**src/include/pisr_pkg.sv**
```systemverilog
// Constants and types for the package idle state resolver.
//
// What this block does
// Two demotion options: deep to C3, to C1.
// Demote until residency history gives credit.
// Demotion off at reset, options enabled separately.
// Package request is the shallowest core level.
// Deeper package level needs platform permission.
// Direct moves between idle levels allowed.
// Core break wakes core; unmasked forces C0.
// Memory or snoop wake returns to previous level.
// Platform hold keeps shallower level after wake.
// C1E replaces C1 when C1E enabled.
// Busy core or no permission keeps C0.
// C1E lowers clock first, then voltage.
// C1 when shallowest core is C1.
// Three C1E cases: hint, limit, auto-promotion.
// No system signal on C1 or C1E.
// C3 by resolution or platform limit; cache valid.
// C6 by resolution or platform limit.
// Stay in C6 while cache ways remain.
// C7 only when all C7, cache empty.
// Platform sends no snoops in C7.
// Cache stays off for delay after C7.
// Shrink step size chosen per C7 entry.
// Flush hint empties cache in one step.
// Residency threshold and re-enable delay are parameters.
package pisr_pkg;
  // ----------------------------------------------------------------
  // Sizes and level codes.
  // ----------------------------------------------------------------
  localparam int NCORE = 2;
  localparam int CNT_W = 16;
  localparam int WAYS_W = 4;
  localparam int ADDR_W = 8;
  localparam int PLAT_W = 5;
  localparam logic [WAYS_W-1:0] L3_WAYS = 4'hC;
  localparam logic [2:0] LVL_C0 = 3'h0;
  localparam logic [2:0] LVL_C1 = 3'h1;
  localparam logic [2:0] LVL_C1E = 3'h2;
  localparam logic [2:0] LVL_C3 = 3'h3;
  localparam logic [2:0] LVL_C6 = 3'h6;
  localparam logic [2:0] LVL_C7 = 3'h7;
  // ----------------------------------------------------------------
  // Timing.
  // ----------------------------------------------------------------
  localparam int CLK_NS = 25;
  localparam int C1E_SETTLE_NS = 1000;
  localparam int C1E_SETTLE_CYC = (C1E_SETTLE_NS + CLK_NS - 1) / CLK_NS;
  localparam int RES_THRESH_DEF = 1000;
  localparam int REEN_DELAY_DEF = 8000;
  // ----------------------------------------------------------------
  // Register map and fields.
  // ----------------------------------------------------------------
  localparam logic [ADDR_W-1:0] REG_CTRL = 8'h00;
  localparam logic [ADDR_W-1:0] REG_MISC = 8'h04;
  localparam logic [ADDR_W-1:0] REG_STAT = 8'h08;
  localparam int CTRL_DEM_C3_BIT = 0;
  localparam int CTRL_DEM_C1_BIT = 1;
  localparam int CTRL_C1E_BIT = 2;
  localparam int CTRL_LIM_LSB = 4;
  localparam logic [2:0] CTRL_LIM_RST = 3'h7;
  localparam int MISC_PROMO_BIT = 0;
  localparam int STAT_LVL_LSB = 0;
  localparam int STAT_WAYS_LSB = 4;
  localparam int STAT_SVC_BIT = 8;
  localparam int STAT_CLK_BIT = 9;
  localparam int STAT_VOLT_BIT = 10;
  localparam int STAT_OFF_BIT = 11;
  localparam int STAT_CRED_LSB = 12;
  localparam logic [1:0] RESP_OKAY = 2'h0;
  localparam logic [1:0] RESP_SLVERR = 2'h2;
  // ----------------------------------------------------------------
  // Package state machine.
  // ----------------------------------------------------------------
  typedef enum logic [2:0] {ST_C0, ST_C1, ST_C1E, ST_C3, ST_C6, ST_C7, ST_SVC} pisr_state_e;
endpackage

```
**src/verilog/pisr_top.sv**
```systemverilog
// Package idle state resolver with AXI4-Lite configuration.
`timescale 1ns/10ps
`default_nettype none
module pisr_top
  import pisr_pkg::*;
#(
  parameter int unsigned RES_THRESH = RES_THRESH_DEF,
  parameter int unsigned REEN_DELAY = REEN_DELAY_DEF
)
(
  // Clock and reset.
  input wire logic aclk,
  input wire logic aresetn,
  // AXI4-Lite write channels.
  input wire logic [ADDR_W-1:0] s_axi_awaddr,
  input wire logic s_axi_awvalid,
  output logic s_axi_awready,
  input wire logic [31:0] s_axi_wdata,
  input wire logic [3:0] s_axi_wstrb,
  input wire logic s_axi_wvalid,
  output logic s_axi_wready,
  output logic [1:0] s_axi_bresp,
  output logic s_axi_bvalid,
  input wire logic s_axi_bready,
  // AXI4-Lite read channels.
  input wire logic [ADDR_W-1:0] s_axi_araddr,
  input wire logic s_axi_arvalid,
  output logic s_axi_arready,
  output logic [31:0] s_axi_rdata,
  output logic [1:0] s_axi_rresp,
  output logic s_axi_rvalid,
  input wire logic s_axi_rready,
  // Core idle requests.
  input wire logic [NCORE-1:0][2:0] core_req,
  input wire logic [NCORE-1:0] core_c1e_hint,
  input wire logic [NCORE-1:0] core_halt,
  input wire logic [NCORE-1:0] core_flush_hint,
  input wire logic [NCORE-1:0] core_break,
  input wire logic [NCORE-1:0] core_break_mask,
  output logic [NCORE-1:0] core_wake,
  // Platform side, asynchronous inputs.
  input wire logic [2:0] plat_grant,
  input wire logic plat_wake,
  input wire logic plat_hold,
  output logic plat_notify,
  // Package state and power actions.
  output logic [2:0] pkg_level,
  output logic pkg_servicing,
  output logic clk_low,
  output logic volt_low,
  output logic [WAYS_W-1:0] cache_ways
);

  // ----------------------------------------------------------------
  // Helpers.
  // ----------------------------------------------------------------

  // Level code reported for a package state.
  function automatic logic [2:0] st_code(input pisr_state_e s);
    unique case (s)
      ST_C1: st_code = LVL_C1;
      ST_C1E: st_code = LVL_C1E;
      ST_C3: st_code = LVL_C3;
      ST_C6: st_code = LVL_C6;
      ST_C7: st_code = LVL_C7;
      default: st_code = LVL_C0;
    endcase
  endfunction

  // Unused core codes fall to the next shallower level.
  function automatic pisr_state_e lvl_to_st(input logic [2:0] lvl);
    if (lvl >= LVL_C7) lvl_to_st = ST_C7;
    else if (lvl >= LVL_C6) lvl_to_st = ST_C6;
    else if (lvl >= LVL_C3) lvl_to_st = ST_C3;
    else if (lvl == LVL_C1E) lvl_to_st = ST_C1E;
    else if (lvl == LVL_C1) lvl_to_st = ST_C1;
    else lvl_to_st = ST_C0;
  endfunction

  // Demotion of one core request.
  function automatic logic [2:0] demote(input logic [2:0] req, input logic credit,
                                        input logic d3, input logic d1);
    demote = req;
    // two options, credit lifts both.
    if (!credit && d1 && req >= LVL_C3) demote = LVL_C1;
    else if (!credit && d3 && req >= LVL_C6) demote = LVL_C3;
  endfunction

  function automatic logic reg_hit(input logic [ADDR_W-1:0] a);
    reg_hit = (a == REG_CTRL) || (a == REG_MISC) || (a == REG_STAT);
  endfunction

  // ----------------------------------------------------------------
  // Declarations.
  // ----------------------------------------------------------------
  // undocumented figures set from parameters.
  localparam logic [CNT_W-1:0] RES_C = CNT_W'(RES_THRESH);
  localparam logic [CNT_W-1:0] REEN_C = CNT_W'(REEN_DELAY);
  localparam logic [5:0] SETTLE_C = 6'(C1E_SETTLE_CYC);

  logic [PLAT_W-1:0] plat_raw, plat_s1, plat_s2, plat_s3, plat_q;
  logic [2:0] plat_grant_q;
  logic plat_wake_q, plat_hold_q;
  logic cfg_d3, cfg_d1, cfg_c1e, misc_promo;
  logic [2:0] cfg_limit;
  logic [NCORE-1:0][CNT_W-1:0] run_cnt;
  logic [NCORE-1:0] credit, break_hold, req_c0, brk_set;
  logic [NCORE-1:0][2:0] eff_lvl;
  logic [2:0] req_min, lim_lvl, base_lvl, tgt_lvl;
  logic all_hint, all_halt, any_flush, use_c1e;
  pisr_state_e st, prev_st, next_st, tgt_st, ret_st;
  logic svc_enter, shrink_go, shrinking, deep_st, cache_off;
  logic [WAYS_W-1:0] step;
  logic [1:0] entry_cnt;
  logic [CNT_W-1:0] out_cnt;
  logic [5:0] settle;
  logic [ADDR_W-1:0] wr_addr;
  logic [31:0] wr_data, ctrl_word, misc_word, stat_word, rd_word;
  logic wr_lane0, do_write;

  // ----------------------------------------------------------------
  // Platform input synchroniser.
  // ----------------------------------------------------------------

  // A change counts only once the second and third stages agree.
  assign plat_raw = {plat_hold, plat_wake, plat_grant};
  always_ff @(posedge aclk)
  begin
    if (!aresetn)
    begin
      plat_s1 <= '0;
      plat_s2 <= '0;
      plat_s3 <= '0;
      plat_q <= '0;
    end
    else
    begin
      plat_s1 <= plat_raw;
      plat_s2 <= plat_s1;
      plat_s3 <= plat_s2;
      if (plat_s2 == plat_s3) plat_q <= plat_s3;
    end
  end
  assign plat_grant_q = plat_q[2:0];
  assign plat_wake_q = plat_q[3];
  assign plat_hold_q = plat_q[4];

  // ----------------------------------------------------------------
  // Per-core residency history, demotion and break handling.
  // ----------------------------------------------------------------

  // Credit comes from the length of the last idle run.
  always_ff @(posedge aclk)
  begin
    if (!aresetn)
    begin
      run_cnt <= '0;
      credit <= '0;
    end
    else
    begin
      for (int i = 0; i < NCORE; i++)
      begin
        if (req_c0[i])
        begin
          run_cnt[i] <= '0;
          if (run_cnt[i] != '0) credit[i] <= (run_cnt[i] >= RES_C);
        end
        else if (run_cnt[i] != '1) run_cnt[i] <= run_cnt[i] + 1'b1;
      end
    end
  end

  // Break hold keeps a core woken by an unmasked break at C0 until it asks for C0 itself.
  for (genvar g = 0; g < NCORE; g++)
  begin : g_core
    assign req_c0[g] = (core_req[g] == LVL_C0);
    // demoted request from history.
    assign eff_lvl[g] = break_hold[g] ? LVL_C0 : demote(core_req[g], credit[g], cfg_d3, cfg_d1);
  end
  assign brk_set = core_break & ~core_break_mask;

  // forward the event; an unmasked one forces C0, set beats release.
  always_ff @(posedge aclk)
  begin
    if (!aresetn)
    begin
      break_hold <= '0;
      core_wake <= '0;
    end
    else
    begin
      break_hold <= (break_hold & ~req_c0) | brk_set;
      core_wake <= core_break;
    end
  end

  // ----------------------------------------------------------------
  // Package level resolution.
  // ----------------------------------------------------------------

  // shallowest effective core level wins.
  always_comb
  begin
    req_min = LVL_C7;
    all_hint = 1'b1;
    all_halt = 1'b1;
    any_flush = 1'b0;
    for (int i = 0; i < NCORE; i++)
    begin
      if (eff_lvl[i] < req_min) req_min = eff_lvl[i];
      all_hint = all_hint & core_c1e_hint[i];
      all_halt = all_halt & core_halt[i];
      any_flush = any_flush | (core_flush_hint[i] & (core_req[i] == LVL_C7));
    end
  end

  // platform grant and configured limit cap the level.
  assign lim_lvl = (plat_grant_q < cfg_limit) ? plat_grant_q : cfg_limit;
  // C1 when the shallowest core sits at C1.
  assign base_lvl = (req_min < lim_lvl) ? req_min : lim_lvl;
  // C1E by enable, hint, limit or auto-promotion.
  assign use_c1e = (base_lvl == LVL_C1) && (cfg_c1e || all_hint
                   || ((cfg_limit == LVL_C1) && (req_min > LVL_C1)) || (all_halt && misc_promo));
  assign tgt_lvl = use_c1e ? LVL_C1E : base_lvl;
  // hold C6 until every cache way is gone.
  assign tgt_st = ((lvl_to_st(tgt_lvl) == ST_C7) && (cache_ways != '0)) ? ST_C6
                  : lvl_to_st(tgt_lvl);

  // ----------------------------------------------------------------
  // Package state machine.
  // ----------------------------------------------------------------

  // a wake taken in C7 can only be a memory access, never a snoop.
  assign svc_enter = plat_wake_q && (st == ST_C3 || st == ST_C6 || st == ST_C7);
  assign ret_st = (st_code(prev_st) < st_code(tgt_st)) ? prev_st : tgt_st;

  // idle levels move straight to the target without C0.
  always_comb
  begin
    next_st = tgt_st;
    unique case (st)
      ST_SVC:
      begin
        // return to the earlier level, or to a shallower target, unless the platform holds.
        if (plat_wake_q) next_st = ST_SVC;
        else if (plat_hold_q) next_st = tgt_st;
        else next_st = ret_st;
      end
      default:
      begin
        if (svc_enter) next_st = ST_SVC;
      end
    endcase
  end

  // Outputs follow the next state so they line up with st.
  always_ff @(posedge aclk)
  begin
    if (!aresetn)
    begin
      st <= ST_C0;
      prev_st <= ST_C0;
      pkg_level <= LVL_C0;
      pkg_servicing <= 1'b0;
      plat_notify <= 1'b0;
    end
    else
    begin
      st <= next_st;
      if (svc_enter) prev_st <= st;
      pkg_level <= st_code(next_st);
      pkg_servicing <= (next_st == ST_SVC);
      // only C3 and deeper are announced.
      plat_notify <= (st_code(next_st) >= LVL_C3);
    end
  end

  // ----------------------------------------------------------------
  // Shared cache sizing.
  // ----------------------------------------------------------------
  assign shrink_go = (st == ST_C6) && (lvl_to_st(tgt_lvl) == ST_C7);
  assign deep_st = (st == ST_C6) || (st == ST_C7) || (st == ST_SVC);

  // Growing back slowly avoids refilling a cache that is soon flushed.
  always_ff @(posedge aclk)
  begin
    if (!aresetn)
    begin
      cache_ways <= L3_WAYS;
      step <= 4'h1;
      entry_cnt <= 2'h0;
      shrinking <= 1'b0;
      cache_off <= 1'b0;
      out_cnt <= '0;
    end
    else
    begin
      shrinking <= shrink_go;
      // fresh step size on each C7 entry.
      if (shrink_go && !shrinking)
      begin
        step <= WAYS_W'(entry_cnt) + 4'h1;
        entry_cnt <= entry_cnt + 2'h1;
      end
      // flush hint drops every way at once.
      if (shrink_go && any_flush) cache_ways <= '0;
      // shrink by the chosen step.
      else if (shrink_go && shrinking) cache_ways <= (cache_ways > step) ? cache_ways - step : '0;
      else if (!deep_st && !cache_off && cache_ways < L3_WAYS) cache_ways <= cache_ways + 4'h1;
      // stay off until out of C6, C7 and service long enough.
      if (deep_st) out_cnt <= '0;
      else if (cache_off) out_cnt <= out_cnt + 1'b1;
      if (st == ST_C7) cache_off <= 1'b1;
      else if (!deep_st && out_cnt >= REEN_C) cache_off <= 1'b0;
    end
  end

  // ----------------------------------------------------------------
  // C1E clock and voltage sequence.
  // ----------------------------------------------------------------

  // clock drops first, voltage after the settle time.
  always_ff @(posedge aclk)
  begin
    if (!aresetn)
    begin
      clk_low <= 1'b0;
      volt_low <= 1'b0;
      settle <= '0;
    end
    else if (st == ST_C1E)
    begin
      clk_low <= 1'b1;
      if (!clk_low) settle <= '0;
      else if (settle != SETTLE_C) settle <= settle + 6'h1;
      else volt_low <= 1'b1;
    end
    else
    begin
      // Voltage comes back before the clock speeds up.
      settle <= '0;
      volt_low <= 1'b0;
      if (!volt_low) clk_low <= 1'b0;
    end
  end

  // ----------------------------------------------------------------
  // AXI4-Lite slave.
  // ----------------------------------------------------------------
  assign do_write = !s_axi_awready && !s_axi_wready && !s_axi_bvalid;

  // One write in flight; address and data may come in either order.
  always_ff @(posedge aclk)
  begin
    if (!aresetn)
    begin
      s_axi_awready <= 1'b1;
      s_axi_wready <= 1'b1;
      s_axi_bvalid <= 1'b0;
      s_axi_bresp <= RESP_OKAY;
      wr_addr <= '0;
      wr_data <= '0;
      wr_lane0 <= 1'b0;
    end
    else
    begin
      if (s_axi_awvalid && s_axi_awready)
      begin
        s_axi_awready <= 1'b0;
        wr_addr <= s_axi_awaddr;
      end
      if (s_axi_wvalid && s_axi_wready)
      begin
        s_axi_wready <= 1'b0;
        wr_data <= s_axi_wdata;
        wr_lane0 <= s_axi_wstrb[0];
      end
      if (do_write)
      begin
        s_axi_bvalid <= 1'b1;
        s_axi_bresp <= reg_hit(wr_addr) ? RESP_OKAY : RESP_SLVERR;
      end
      else if (s_axi_bvalid && s_axi_bready)
      begin
        s_axi_bvalid <= 1'b0;
        s_axi_awready <= 1'b1;
        s_axi_wready <= 1'b1;
      end
    end
  end

  // demotion options off at reset, each with its own bit.
  always_ff @(posedge aclk)
  begin
    if (!aresetn)
    begin
      cfg_d3 <= 1'b0;
      cfg_d1 <= 1'b0;
      cfg_c1e <= 1'b0;
      cfg_limit <= CTRL_LIM_RST;
      misc_promo <= 1'b0;
    end
    else if (do_write && wr_lane0)
    begin
      if (wr_addr == REG_CTRL)
      begin
        cfg_d3 <= wr_data[CTRL_DEM_C3_BIT];
        cfg_d1 <= wr_data[CTRL_DEM_C1_BIT];
        cfg_c1e <= wr_data[CTRL_C1E_BIT];
        cfg_limit <= wr_data[CTRL_LIM_LSB +: 3];
      end
      if (wr_addr == REG_MISC) misc_promo <= wr_data[MISC_PROMO_BIT];
    end
  end

  // Read words; unused bits read as zero.
  always_comb
  begin
    ctrl_word = 32'h0;
    ctrl_word[CTRL_DEM_C3_BIT] = cfg_d3;
    ctrl_word[CTRL_DEM_C1_BIT] = cfg_d1;
    ctrl_word[CTRL_C1E_BIT] = cfg_c1e;
    ctrl_word[CTRL_LIM_LSB +: 3] = cfg_limit;
    misc_word = 32'h0;
    misc_word[MISC_PROMO_BIT] = misc_promo;
    stat_word = 32'h0;
    stat_word[STAT_LVL_LSB +: 3] = pkg_level;
    stat_word[STAT_WAYS_LSB +: WAYS_W] = cache_ways;
    stat_word[STAT_SVC_BIT] = pkg_servicing;
    stat_word[STAT_CLK_BIT] = clk_low;
    stat_word[STAT_VOLT_BIT] = volt_low;
    stat_word[STAT_OFF_BIT] = cache_off;
    stat_word[STAT_CRED_LSB +: NCORE] = credit;
  end
  assign rd_word = (s_axi_araddr == REG_CTRL) ? ctrl_word
                 : (s_axi_araddr == REG_MISC) ? misc_word
                 : (s_axi_araddr == REG_STAT) ? stat_word : 32'h0;

  // Read data is answered the cycle after the address is taken.
  always_ff @(posedge aclk)
  begin
    if (!aresetn)
    begin
      s_axi_arready <= 1'b1;
      s_axi_rvalid <= 1'b0;
      s_axi_rdata <= 32'h0;
      s_axi_rresp <= RESP_OKAY;
    end
    else if (s_axi_arvalid && s_axi_arready)
    begin
      s_axi_arready <= 1'b0;
      s_axi_rvalid <= 1'b1;
      s_axi_rdata <= rd_word;
      s_axi_rresp <= reg_hit(s_axi_araddr) ? RESP_OKAY : RESP_SLVERR;
    end
    else if (s_axi_rvalid && s_axi_rready)
    begin
      s_axi_rvalid <= 1'b0;
      s_axi_arready <= 1'b1;
    end
  end
endmodule // pisr_top
`default_nettype wire

```
**config.mk**
```make
export PLATFORM = sky130hd
export DESIGN_NAME = pisr_top
export DESIGN_NICKNAME = d
export VERILOG_FILES = /design/src/include/pisr_pkg.sv /design/src/verilog/pisr_top.sv
export SDC_FILE = /design/constraint.sdc
export NUM_CORES = 1
export LEC_CHECK = 0
export ABC_AREA = 1
export BUFFER_PORTS_ARGS = -buffer_cell sky130_fd_sc_hd__buf_2
export CAP_MARGIN = 5
export CORE_MARGIN = 5
export CORE_UTILIZATION = 45
export CTS_BUF_LIST = sky130_fd_sc_hd__clkbuf_16
export DETAILED_ROUTE_END_ITERATION = 10
export PLACE_DENSITY = 0.67
export SYNTH_ARGS = -nofsm -noshare
export SYNTH_HDL_FRONTEND = slang
export SYNTH_SLANG_ARGS = --single-unit
```
**constraint.sdc**
```tcl
create_clock -name aclk -period 6.5 [get_ports aclk]
set_clock_uncertainty 0.05 [all_clocks]
set_input_delay 1.3 -clock aclk [delete_from_list [all_inputs] [get_ports aclk]]
set_output_delay 1.3 -clock aclk [all_outputs]
set_load 0.02 [all_outputs]
```
==> results by group, run 1 <==
Die
  • Die W: 135.6 um
  • Cell row count: 46
  • Starting Density: 45.21%
  • Core area: 15710 um^2
  • Io pins: 134
  • Die ar.: 18400 um^2
  • Chip height: 135.6 um

Clock tree
  • Root Buffer: clkbuf_16
  • Hold_buf cts: 0
  • Worst skew pair latency: 0.42 ns
  • Inserted Clock Buffers: 17
  • Post-CTS setup buffers: 0
  • TritonCTS clock tree: built
  • H-tree depth: 4
  • Clock transition at the registers of the reported paths: 0.06 ns
  • Resized Gates After CTS: 0
  • Max Root-Sink Buffers: 2
  • TritonCTS sink count: 145

Place
  • RD Place Congestion: 0.8557
  • Hpwl dp: 11320 um
  • Input/output buffers: 83
  • DP Cell Count: 1268
  • DP Worst Slack: 1.677 ns
  • Placed cell area: 7666 um^2

Detailed routing
  • Starting DRT DRC Count: 314
  • Detailed-route DRC error count: 0
  • Pre-Repair DR Iteration Count: 5
  • Via Count: 6158
  • Post-DRT Antenna Nets: 0
  • Vias per cell: 4.741
  • Final WL: 15090 um
  • Wire per inst: 11.62 um

Finish
  • N_diodes: 0
  • Multi-input logic area: 3386 um^2
  • NumNets Final: 1178
  • Non-Filler Instances: 1299
  • P&R area growth vs syn: 14.99%
  • Total area of sequential cells: 2903 um^2
  • Commonest non-fill, non-tap cell in the layout: inv_1
  • Fillers: 1564
  • Share of layout cells above drive strength 1: 13.67%
  • Design area: 8169 um^2
  • Most frequent cells in the layout: 174 x inv_1, 145 x dfxtp_1, 144 x nand2_1, 114 x nor2_1, 83 x buf_2

STA
  • RSZ-0062 raised after global routing: no
  • Slew headroom: 56.99%
  • Endpoints failing setup: 0
  • Hold_ws: 0.3578 ns
  • Final hold vios: 0
  • Crit share post-route: 68.20%
  • Max-slew violation count: 0
  • Least-Margin Pin Slew: 0.6393 ns
  • Setup ws final: 2.067 ns
  • FMAX: 225.6 MHz
  • Setup Total Neg Slack: 0 ns
  • Final min period: 4.433 ns

Global routing
  • Number of global-route vias before repair: 5601
  • All-layer global routing usage: 16.84%
  • Pin count of the biggest net entering global routing: 64
  • Initial antenna violation count: 0
  • First-pass GRT wire length: 25300 um
  • Total gr overflow: 0

Setup path
  • Worst reg2reg startpoint: cfg_d1
  • Crit path max fanout: 5
  • Setup crit end kind: flip-flop
  • Worst path slowest cell: ha_1
  • Critical path origin: core_req[2]
  • WS Path Type: primary input to flip-flop
  • Required @ worst endpoint: 6.77 ns
  • Reg2Reg Depth: 29
  • Worst stage delay on the critical path: 0.29 ns
  • Critical Path Sink: plat_notify
  • Reg2reg setup slack: 2.64 ns
  • Worst path arrival time: 4.70 ns
  • Critical Path Start Type: primary input
  • Critical R2R Capture: plat_notify

Logic synthesis
  • Top FF cell, synth: dfxtp_1
  • Mapped Cells: 983
  • Mapped Avg Cell Area: 7.227 um^2
  • Seq cells post-synth: 145
  • Synth top area cells: dfxtp_1 41%, inv_1 9.1%, nand2_1 7.6%, nor2_1 6.0%, a21oi_1 4.8%
  • Synth top area share: 40.86%
  • Number of synthesized flops with an enable pin: 0
  • YS warnings: 0
  • Mapped Area: 7104 um^2
  • Ys async rst share: 0%
  • Register area share after synthesis: 40.86%
  • Count of cell types in the netlist: 46
  • Synth area leader: dfxtp_1

Power and ir drop
  • P_sw: 0.6533 mW
  • Flop pwr share: 44.4%
  • Worst vdd ir: 196.6 uV
  • Cell-internal power: 1.550 mW
  • LEAKAGE: 3.807 nW
  • Clk network pwr share: 38.0%
  • Combinational power share: 17.6%
  • PwrDens: 269.8 nW/um^2
  • Sw Share: 29.65%

Flow run
  • Max-Cap Viols: 0

Outcome
  • Status: complete, no violations

Worst hold path
  • Hold Crit Class: flip-flop to flip-flop
-- kinds of logic after synthesis --
family          after synthesis  share of synthesized area (%)
buf+inv                     216                          12.54
compound gates              182                          14.48
other cells                   1                        0.05278
flops                       145                          40.86
simple gates                390                          24.50
fa+ha+maj                    27                          4.861
xor+xnor                     22                          2.712
-- through the flow --
stage | power (mW) | util, %
2_1_floorplan | 1.288 | -
3_3_place_gp | 1.376 | 48.79
3_5_place_dp | 1.383 | 48.79
4_1_cts | 2.229 | 51.99
5_1_grt | 2.330 | 51.99
6_report | 2.204 | 51.99
-- critical path, delay by kind of cell --
kind	cells	cell delay, ns
adder cells (fa/ha/maj)	3	0.84
AO/OA/AOI/OAI	2	0.52
buffers and inverters	6	0.44
AND/OR/NAND/NOR	19	1.58
-- power by group through the flow --
stage | Sequential [mW] | Clock (mW) | Combinational [mW]
floorplan | 1.01 | 0 | 0.275
global placement | 0.998 | 0 | 0.378
detailed placement | 0.998 | 0 | 0.385
CTS | 0.979 | 0.861 | 0.389
global route | 0.986 | 0.903 | 0.441
finish | 0.979 | 0.837 | 0.387
-- worst min-delay path by stage --
stage	from	slack [ns]	endpoint	depth (start not counted)
finish	plat_s1[2]	0.36	plat_s2[2]	2
global route	plat_s1[0]	0.38	plat_s2[0]	2
CTS	plat_s1[2]	0.36	plat_s2[2]	2
detailed placement	plat_s1[2]	0.34	plat_s2[2]	2
global placement	plat_s1[2]	0.35	plat_s2[2]	2
floorplan	plat_s1[0]	0.34	plat_s2[0]	2
-- per-layer routing --
metal / vias to the layer above / part of all wire, % / global-route usage, %
met5: - / 0 / 0
met4: 0 / 1.8 / 4.983
met3: 22 / 5.2 / 5.386
met2: 98 / 47 / 28.07
met1: 2736 / 46 / 20.86
li1: 3302 / - / -
-- Yosys cell counts, drive strengths merged (18+ instances only) --
cell type	number
nor3	26
nor2	117
nand2	162
a21oi	69
inv	175
nand3	48
nand4	18
ha	26
buf	21
dfxtp	145
o21ai	69
xor2	18
-- sequential cells by signal (all words and copies together), names as in the netlist, 2 cells and up --
name / flops
run_cnt: 32
out_cnt: 16
s_axi_rdata: 13
wr_addr: 8
settle: 6
wr_data: 6
plat_q: 5
plat_s1: 5
plat_s2: 5
plat_s3: 5
cache_ways: 4
cfg_limit: 3
pkg_level: 3
prev_st: 3
st: 3
step: 3
break_hold: 2
core_wake: 2
credit: 2
-- layout make-up --
type                       instances  area share [%]
tap                              216           3.308
inverter                         180           8.286
clock buffer                      17           5.208
sequential                       145           35.53
clock inverter                    14          0.9496
multi-input combinational        642           41.45
timing repair buffer              85           5.269
(Power assumes the default switching activity.)
==> inputs of run 2 (changes only) <==
--- a/config.mk
+++ b/config.mk
@@ -12,7 +12,7 @@
 export CORE_UTILIZATION = 45
 export CTS_BUF_LIST = sky130_fd_sc_hd__clkbuf_16
 export DETAILED_ROUTE_END_ITERATION = 10
-export PLACE_DENSITY = 0.67
+export PLACE_DENSITY = 0.7
 export SYNTH_ARGS = -nofsm -noshare
 export SYNTH_HDL_FRONTEND = slang
 export SYNTH_SLANG_ARGS = --single-unit
==> constraint.sdc (replaced) <==
create_clock -name aclk -period 3.9 [get_ports aclk]
set_clock_uncertainty 0.05 [all_clocks]
set_input_delay 0.78 -clock aclk [delete_from_list [all_inputs] [get_ports aclk]]
set_output_delay 0.78 -clock aclk [all_outputs]
set_load 0.02 [all_outputs]
==> results by group, run 2 (same netlist as run 1, synthesis figures left out) <==
Finish
  • Design area: 8476 um^2 (was 8169 um^2)
  • Most frequent cells in the layout: 169 x inv_1, 145 x dfxtp_1, 138 x nand2_1, 110 x nor2_1, 83 x buf_2 (was 174 x inv_1, 145 x dfxtp_1, 144 x nand2_1, 114 x nor2_1, 83 x buf_2)
  • Commonest non-fill, non-tap cell in the layout: inv_1 (unchanged)
  • N_diodes: 0 (unchanged)
  • Share of layout cells above drive strength 1: 17.36% (was 13.67%)
  • Max reg flops: 32 (unchanged)
  • NumNets Final: 1200 (was 1178)
  • Top reg by flops: run_cnt (unchanged)
  • Largest registers: run_cnt x32, out_cnt x16, s_axi_rdata x13 (unchanged)
  • Non-Filler Instances: 1322 (was 1299)
  • P&R area growth vs syn: 19.30% (was 14.99%)

Clock tree
  • H-tree depth: 4 (unchanged)
  • TritonCTS sink count: 145 (unchanged)
  • Max Root-Sink Buffers: 2 (unchanged)
  • Hold_buf cts: 0 (unchanged)
  • Inserted Clock Buffers: 17 (unchanged)
  • Clock transition at the registers of the reported paths: 0.06 ns (about the same)
  • Root Buffer: clkbuf_16 (unchanged)
  • Worst skew pair latency: 0.42 ns (about the same)
  • TritonCTS clock tree: built (unchanged)

Detailed routing
  • Starting DRT DRC Count: 237 (was 314)
  • Pre-Repair DR Iteration Count: 5 (unchanged)
  • Wire per inst: 11.77 um (was 11.62 um)
  • Post-DRT Antenna Nets: 0 (unchanged)
  • Final WL: 15560 um (was 15090 um)
  • Detailed-route DRC error count: 0 (unchanged)
  • Via Count: 6247 (was 6158)
  • Vias per cell: 4.725 (was 4.741)

Place
  • Input/output buffers: 83 (unchanged)
  • Hpwl dp: 11600 um (was 11320 um)
  • RD Place Congestion: 0.8601 (was 0.8557)
  • Placed cell area: 7816 um^2 (was 7666 um^2)
  • DP Cell Count: 1288 (was 1268)

Setup path
  • Worst reg2reg startpoint: cfg_d1 (unchanged)
  • Required @ worst endpoint: 4.22 ns (was 6.77 ns)
  • Critical path origin: core_req[2] (unchanged)
  • Setup crit end kind: flip-flop (unchanged)
  • WS Path Type: primary input to flip-flop (unchanged)
  • CP most frequent cell: nand2_2
  • Worst path arrival time: 4.00 ns (was 4.70 ns)
  • Crit path max fanout: 4 (was 5)
  • Family with the most delay on the worst path: simple AND/OR/NAND/NOR gates (unchanged)
  • WP buf/inv: 8 (was 6)
  • Reg2reg setup slack: 0.25 ns (was 2.64 ns)
  • Worst path slowest cell: a211oi_2 (was ha_1)
  • Worst stage delay on the critical path: 0.29 ns (about the same)
  • Critical R2R Capture: plat_notify (unchanged)
  • Reg2Reg Depth: 31 (was 29)
  • Critical Path Start Type: primary input (unchanged)

Worst hold path
  • Startpoint of the most critical hold path: plat_s1[2] (unchanged)
  • Endpoint, Worst Hold: plat_s2[2] (unchanged)
  • Hold Crit Class: flip-flop to flip-flop (unchanged)
  • Hold Path Cell Cnt: 2 (unchanged)

STA
  • Slew headroom: 52.68% (was 56.99%)
  • Max-slew violation count: 0 (unchanged)
  • FMAX: 272.0 MHz
  • Crit share post-route: 94.28%
  • Endpoints failing setup: 0 (unchanged)
  • Setup Total Neg Slack: 0 ns (unchanged)
  • Final hold vios: 0 (unchanged)
  • Least-Margin Pin Slew: 0.7091 ns (was 0.6393 ns)
  • Hold_ws: 0.3608 ns (was 0.3578 ns)
  • Final min period: 3.677 ns

Die
  • Die ar.: 18400 um^2 (unchanged)
  • Chip height: 135.6 um (unchanged)
  • Die W: 135.6 um (unchanged)
  • Starting Density: 45.21% (unchanged)
  • Cell row count: 46 (unchanged)
  • Io pins: 134 (unchanged)
  • Core area: 15710 um^2 (unchanged)

Power and ir drop
  • Worst vdd ir: 358.8 uV (was 196.6 uV)
  • LEAKAGE: 3.934 nW (was 3.807 nW)
  • PwrDens: 461.4 nW/um^2 (was 269.8 nW/um^2)
  • Power Total: 3.911 mW (was 2.204 mW)

Global routing
  • Number of global-route vias before repair: 5798 (was 5601)
  • First-pass GRT wire length: 25770 um (was 25300 um)
  • Total gr overflow: 0 (unchanged)
  • Pin count of the biggest net entering global routing: 63 (was 64)
  • Initial antenna violation count: 0 (unchanged)
  • All-layer global routing usage: 17.29% (was 16.84%)

Outcome
  • Status: complete, no violations (unchanged)

Flow run
  • Max-Cap Viols: 0 (unchanged)
-- run 2: cell count changes in the layout (fill, tap and decap cells not counted), sizes merged --
cell,delta
buf,+22
bufinv,+2
clkinvlp,+2
inv,-2
clkinv,-1
-- run 2: metrics by stage --
stage	worst slack, ns	utilization, %
after floorplan	0.05453	-
after global placement	-0.2416	49.75
after detailed placement	-0.3235	49.75
after CTS	0.07105	53.37
after global routing	-0.04184	53.94
final	0.2233	53.94
-- run 2: worst max path at each step --
stage	slack [ns]	end	depth (start not counted)
3_3_place_gp	-0.24	plat_notify	30
3_5_place_dp	-0.32	pkg_level[1]	31
4_1_cts	0.07	pkg_level[1]	30
2_1_floorplan	0.05	plat_notify	29
5_1_grt	-0.04	plat_notify	31
6_report	0.22	plat_notify	32
-- run 2: metal layers --
layer,global-route usage [%],wire (um),share of wire [%],vias up
met1,20.46,6884,44,2780
met2,29.84,7692,49,90
li1,-,-,-,3352
met5,0,0,0,-
met4,6.999,322,2.1,0
met3,4.495,656,4.2,25
-- run 2: where the power goes --
| group | internal (mW) | switching [mW] | total [mW] | leakage (nW) |
|---|---|---|---|---|
| logic | 0.272 | 0.435 | 0.707 | 2.48 |
| clock network | 0.933 | 0.638 | 1.57 | 0.272 |
| registers | 1.56 | 0.0751 | 1.63 | 1.18 |
| total | 2.76 | 1.15 | 3.91 | 3.93 |
-- run 2: layout make-up --
cell class	count	area, um^2
fill	1532	7237
multi-input combinational	642	3461
sequential	145	2903
inverter	180	676.9
timing repair buffer	107	595.6
clock buffer	17	425.4
tap	216	270.3
clock inverter	15	143.9
-- run 2: timing repair --
item                                    4_1_cts  5_1_grt
buffers inserted                              0        2
resized for setup                             0       22
endpoints found under the setup margin        0        8
-- run 2: worst register-to-register path: cells and delay by family (launching register included) --
| kind | cells | cell delay (ns) |
|---|---|---|
| flip-flops | 1 | 0.36 |
| AND/OR/NAND/NOR | 19 | 1.41 |
| buffers and inverters | 7 | 0.55 |
| adder cells (fa/ha/maj) | 3 | 0.76 |
| AO/OA/AOI/OAI | 2 | 0.46 |
==> inputs of run 3 (changes only) <==
--- a/config.mk
+++ b/config.mk
@@ -8,6 +8,7 @@
 export ABC_AREA = 1
 export BUFFER_PORTS_ARGS = -buffer_cell sky130_fd_sc_hd__buf_2
 export CAP_MARGIN = 5
+export CORE_ASPECT_RATIO = 2
 export CORE_MARGIN = 5
 export CORE_UTILIZATION = 45
 export CTS_BUF_LIST = sky130_fd_sc_hd__clkbuf_16
==> results by group, run 3 (same netlist as run 1, synthesis figures left out) <==
Place
  • Hpwl dp: 12590 um (was 11600 um)
  • DP Cell Count: 1278 (was 1288)
  • DP Worst Slack: -0.3485 ns (was -0.3235 ns)
  • Placed cell area: 7835 um^2 (was 7816 um^2)
  • RD Place Congestion: 0.9263 (was 0.8601)
  • Input/output buffers: 83 (unchanged)

STA
  • Setup ws final: 0.2812 ns (was 0.2233 ns)
  • FMAX: 276.3 MHz (was 272.0 MHz)
  • Hold_ws: 0.3586 ns (was 0.3608 ns)
  • Final min period: 3.619 ns (was 3.677 ns)
  • Final hold vios: 0 (unchanged)
  • Endpoints failing setup: 0 (unchanged)
  • Least-Margin Pin Slew: 0.6351 ns (was 0.7091 ns)
  • Max-slew violation count: 0 (unchanged)
  • Setup Total Neg Slack: 0 ns (unchanged)
  • Crit share post-route: 92.79% (was 94.28%)
  • RSZ-0062 raised after global routing: no
  • Slew headroom: 57.27% (was 52.68%)

Flow run
  • Max-Cap Viols: 0 (unchanged)

Outcome
  • Status: complete, no violations (unchanged)

Finish
  • P&R area growth vs syn: 20.11% (was 19.30%)
  • N_diodes: 0 (unchanged)
  • Total area of sequential cells: 2904 um^2 (was 2903 um^2)
  • NumNets Final: 1204 (was 1200)
  • Fillers: 1551 (was 1532)
  • Most frequent cells in the layout: 169 x inv_1, 144 x dfxtp_1, 138 x nand2_1, 111 x nor2_1, 82 x buf_2 (was 169 x inv_1, 145 x dfxtp_1, 138 x nand2_1, 110 x nor2_1, 83 x buf_2)
  • Commonest non-fill, non-tap cell in the layout: inv_1 (unchanged)
  • Top reg by flops: run_cnt (unchanged)
  • Share of layout cells above drive strength 1: 17.75% (was 17.36%)
  • Design area: 8533 um^2 (was 8476 um^2)
  • Multi-input logic area: 3443 um^2 (was 3461 um^2)
  • Largest registers: run_cnt x32, out_cnt x16, s_axi_rdata x13 (unchanged)
  • Final core utilization: 54.36% (was 53.94%)
  • Non-Filler Instances: 1311 (was 1322)
  • Max reg flops: 32 (unchanged)

Die
  • Core area: 15700 um^2 (was 15710 um^2)
  • Io pins: 134 (unchanged)
  • Die W: 98.85 um (was 135.6 um)
  • Starting Density: 45.26% (was 45.21%)
  • Cell row count: 65 (was 46)
  • Chip height: 187.7 um (was 135.6 um)
  • Die ar.: 18550 um^2 (was 18400 um^2)

Clock tree
  • Clock transition at the registers of the reported paths: 0.06 ns (about the same)
  • Hold_buf cts: 0 (unchanged)
  • H-tree depth: 4 (unchanged)
  • Inserted Clock Buffers: 17 (unchanged)
  • Worst skew pair latency: 0.42 ns (about the same)
  • TritonCTS sink count: 145 (unchanged)
  • TritonCTS clock tree: built (unchanged)
  • Max Root-Sink Buffers: 2 (unchanged)
  • Root Buffer: clkbuf_16 (unchanged)

Setup path
  • CP most frequent cell: nand2_2 (unchanged)
  • WS Path Type: primary input to flip-flop (unchanged)
  • Worst path arrival time: 3.93 ns (was 4.00 ns)
  • Critical Path Start Type: primary input (unchanged)
  • Worst stage delay on the critical path: 0.28 ns (was 0.29 ns)
  • Setup crit end kind: flip-flop (unchanged)
  • Worst path slowest cell: ha_1 (was a211oi_2)
  • Required @ worst endpoint: 4.21 ns (was 4.22 ns)
  • Crit path max fanout: 4 (unchanged)

Global routing
  • First-pass GRT wire length: 27590 um (was 25770 um)
  • Total gr overflow: 0 (unchanged)
  • Pin count of the biggest net entering global routing: 63 (unchanged)
  • All-layer global routing usage: 18.26% (was 17.29%)
  • Initial antenna violation count: 0 (unchanged)
  • Number of global-route vias before repair: 6434 (was 5798)

Detailed routing
  • Wire per inst: 12.59 um (was 11.77 um)
  • Pre-Repair DR Iteration Count: 5 (unchanged)
  • Via Count: 6483 (was 6247)
  • Vias per cell: 4.945 (was 4.725)
  • Starting DRT DRC Count: 187 (was 237)
  • Final WL: 16500 um (was 15560 um)
  • Detailed-route DRC error count: 0 (unchanged)
  • Post-DRT Antenna Nets: 0 (unchanged)

Power and ir drop
  • PwrDens: 479.8 nW/um^2 (was 461.4 nW/um^2)
  • Worst vdd ir: 307.7 uV (was 358.8 uV)
  • LEAKAGE: 3.984 nW (was 3.934 nW)
  • Power Total: 4.094 mW (was 3.911 mW)

Worst hold path
  • Hold Crit Class: flip-flop to flip-flop (unchanged)
## run 3: layout make-up
class	count	area share, %
repair buffers	111	7.361
well taps	201	2.947
clock inverters	15	2.390
clock buffers	17	4.985
multi-input cells	642	40.35
flip-flops and latches	145	34.03
inverters	180	7.933
## run 3: critical path, delay by kind of cell
kind            cells  cell delay, ns
simple gates       20            1.44
fa+ha+maj           3            0.79
buf+inv             7            0.53
compound gates      2            0.42
## run 3: what timing repair did
action | CTS | global route
setup endpoints to repair | 0 | 12
gates resized for setup | 0 | 21
setup buffers | 0 | 1
## run 3: power by group
part	internal [mW]	switching (mW)
Combinational	0.272	0.447
Clock	1.08	0.661
Sequential	1.56	0.0781
## run 3: metal layers
layer / share of wire (%) / GRT usage, % / vias up
li1: - / - / 3360
met1: 38 / 17.73 / 2927
met2: 53 / 34.30 / 149
met3: 4.2 / 4.244 / 47
met4: 4.6 / 10.21 / 0
met5: 0 / 0 / -
## run 3: final timing paths
| path | start | end | slack (ns) | cells past startpoint |
|---|---|---|---|---|
| setup / recovery | core_req[0] | plat_notify | 0.28 | 32 |
| hold / removal | plat_s1[2] | plat_s2[2] | 0.36 | 2 |
| setup reg to reg | cfg_d1 | plat_notify | 0.32 | 31 |
| hold reg to reg | plat_s1[2] | plat_s2[2] | 0.36 | 2 |
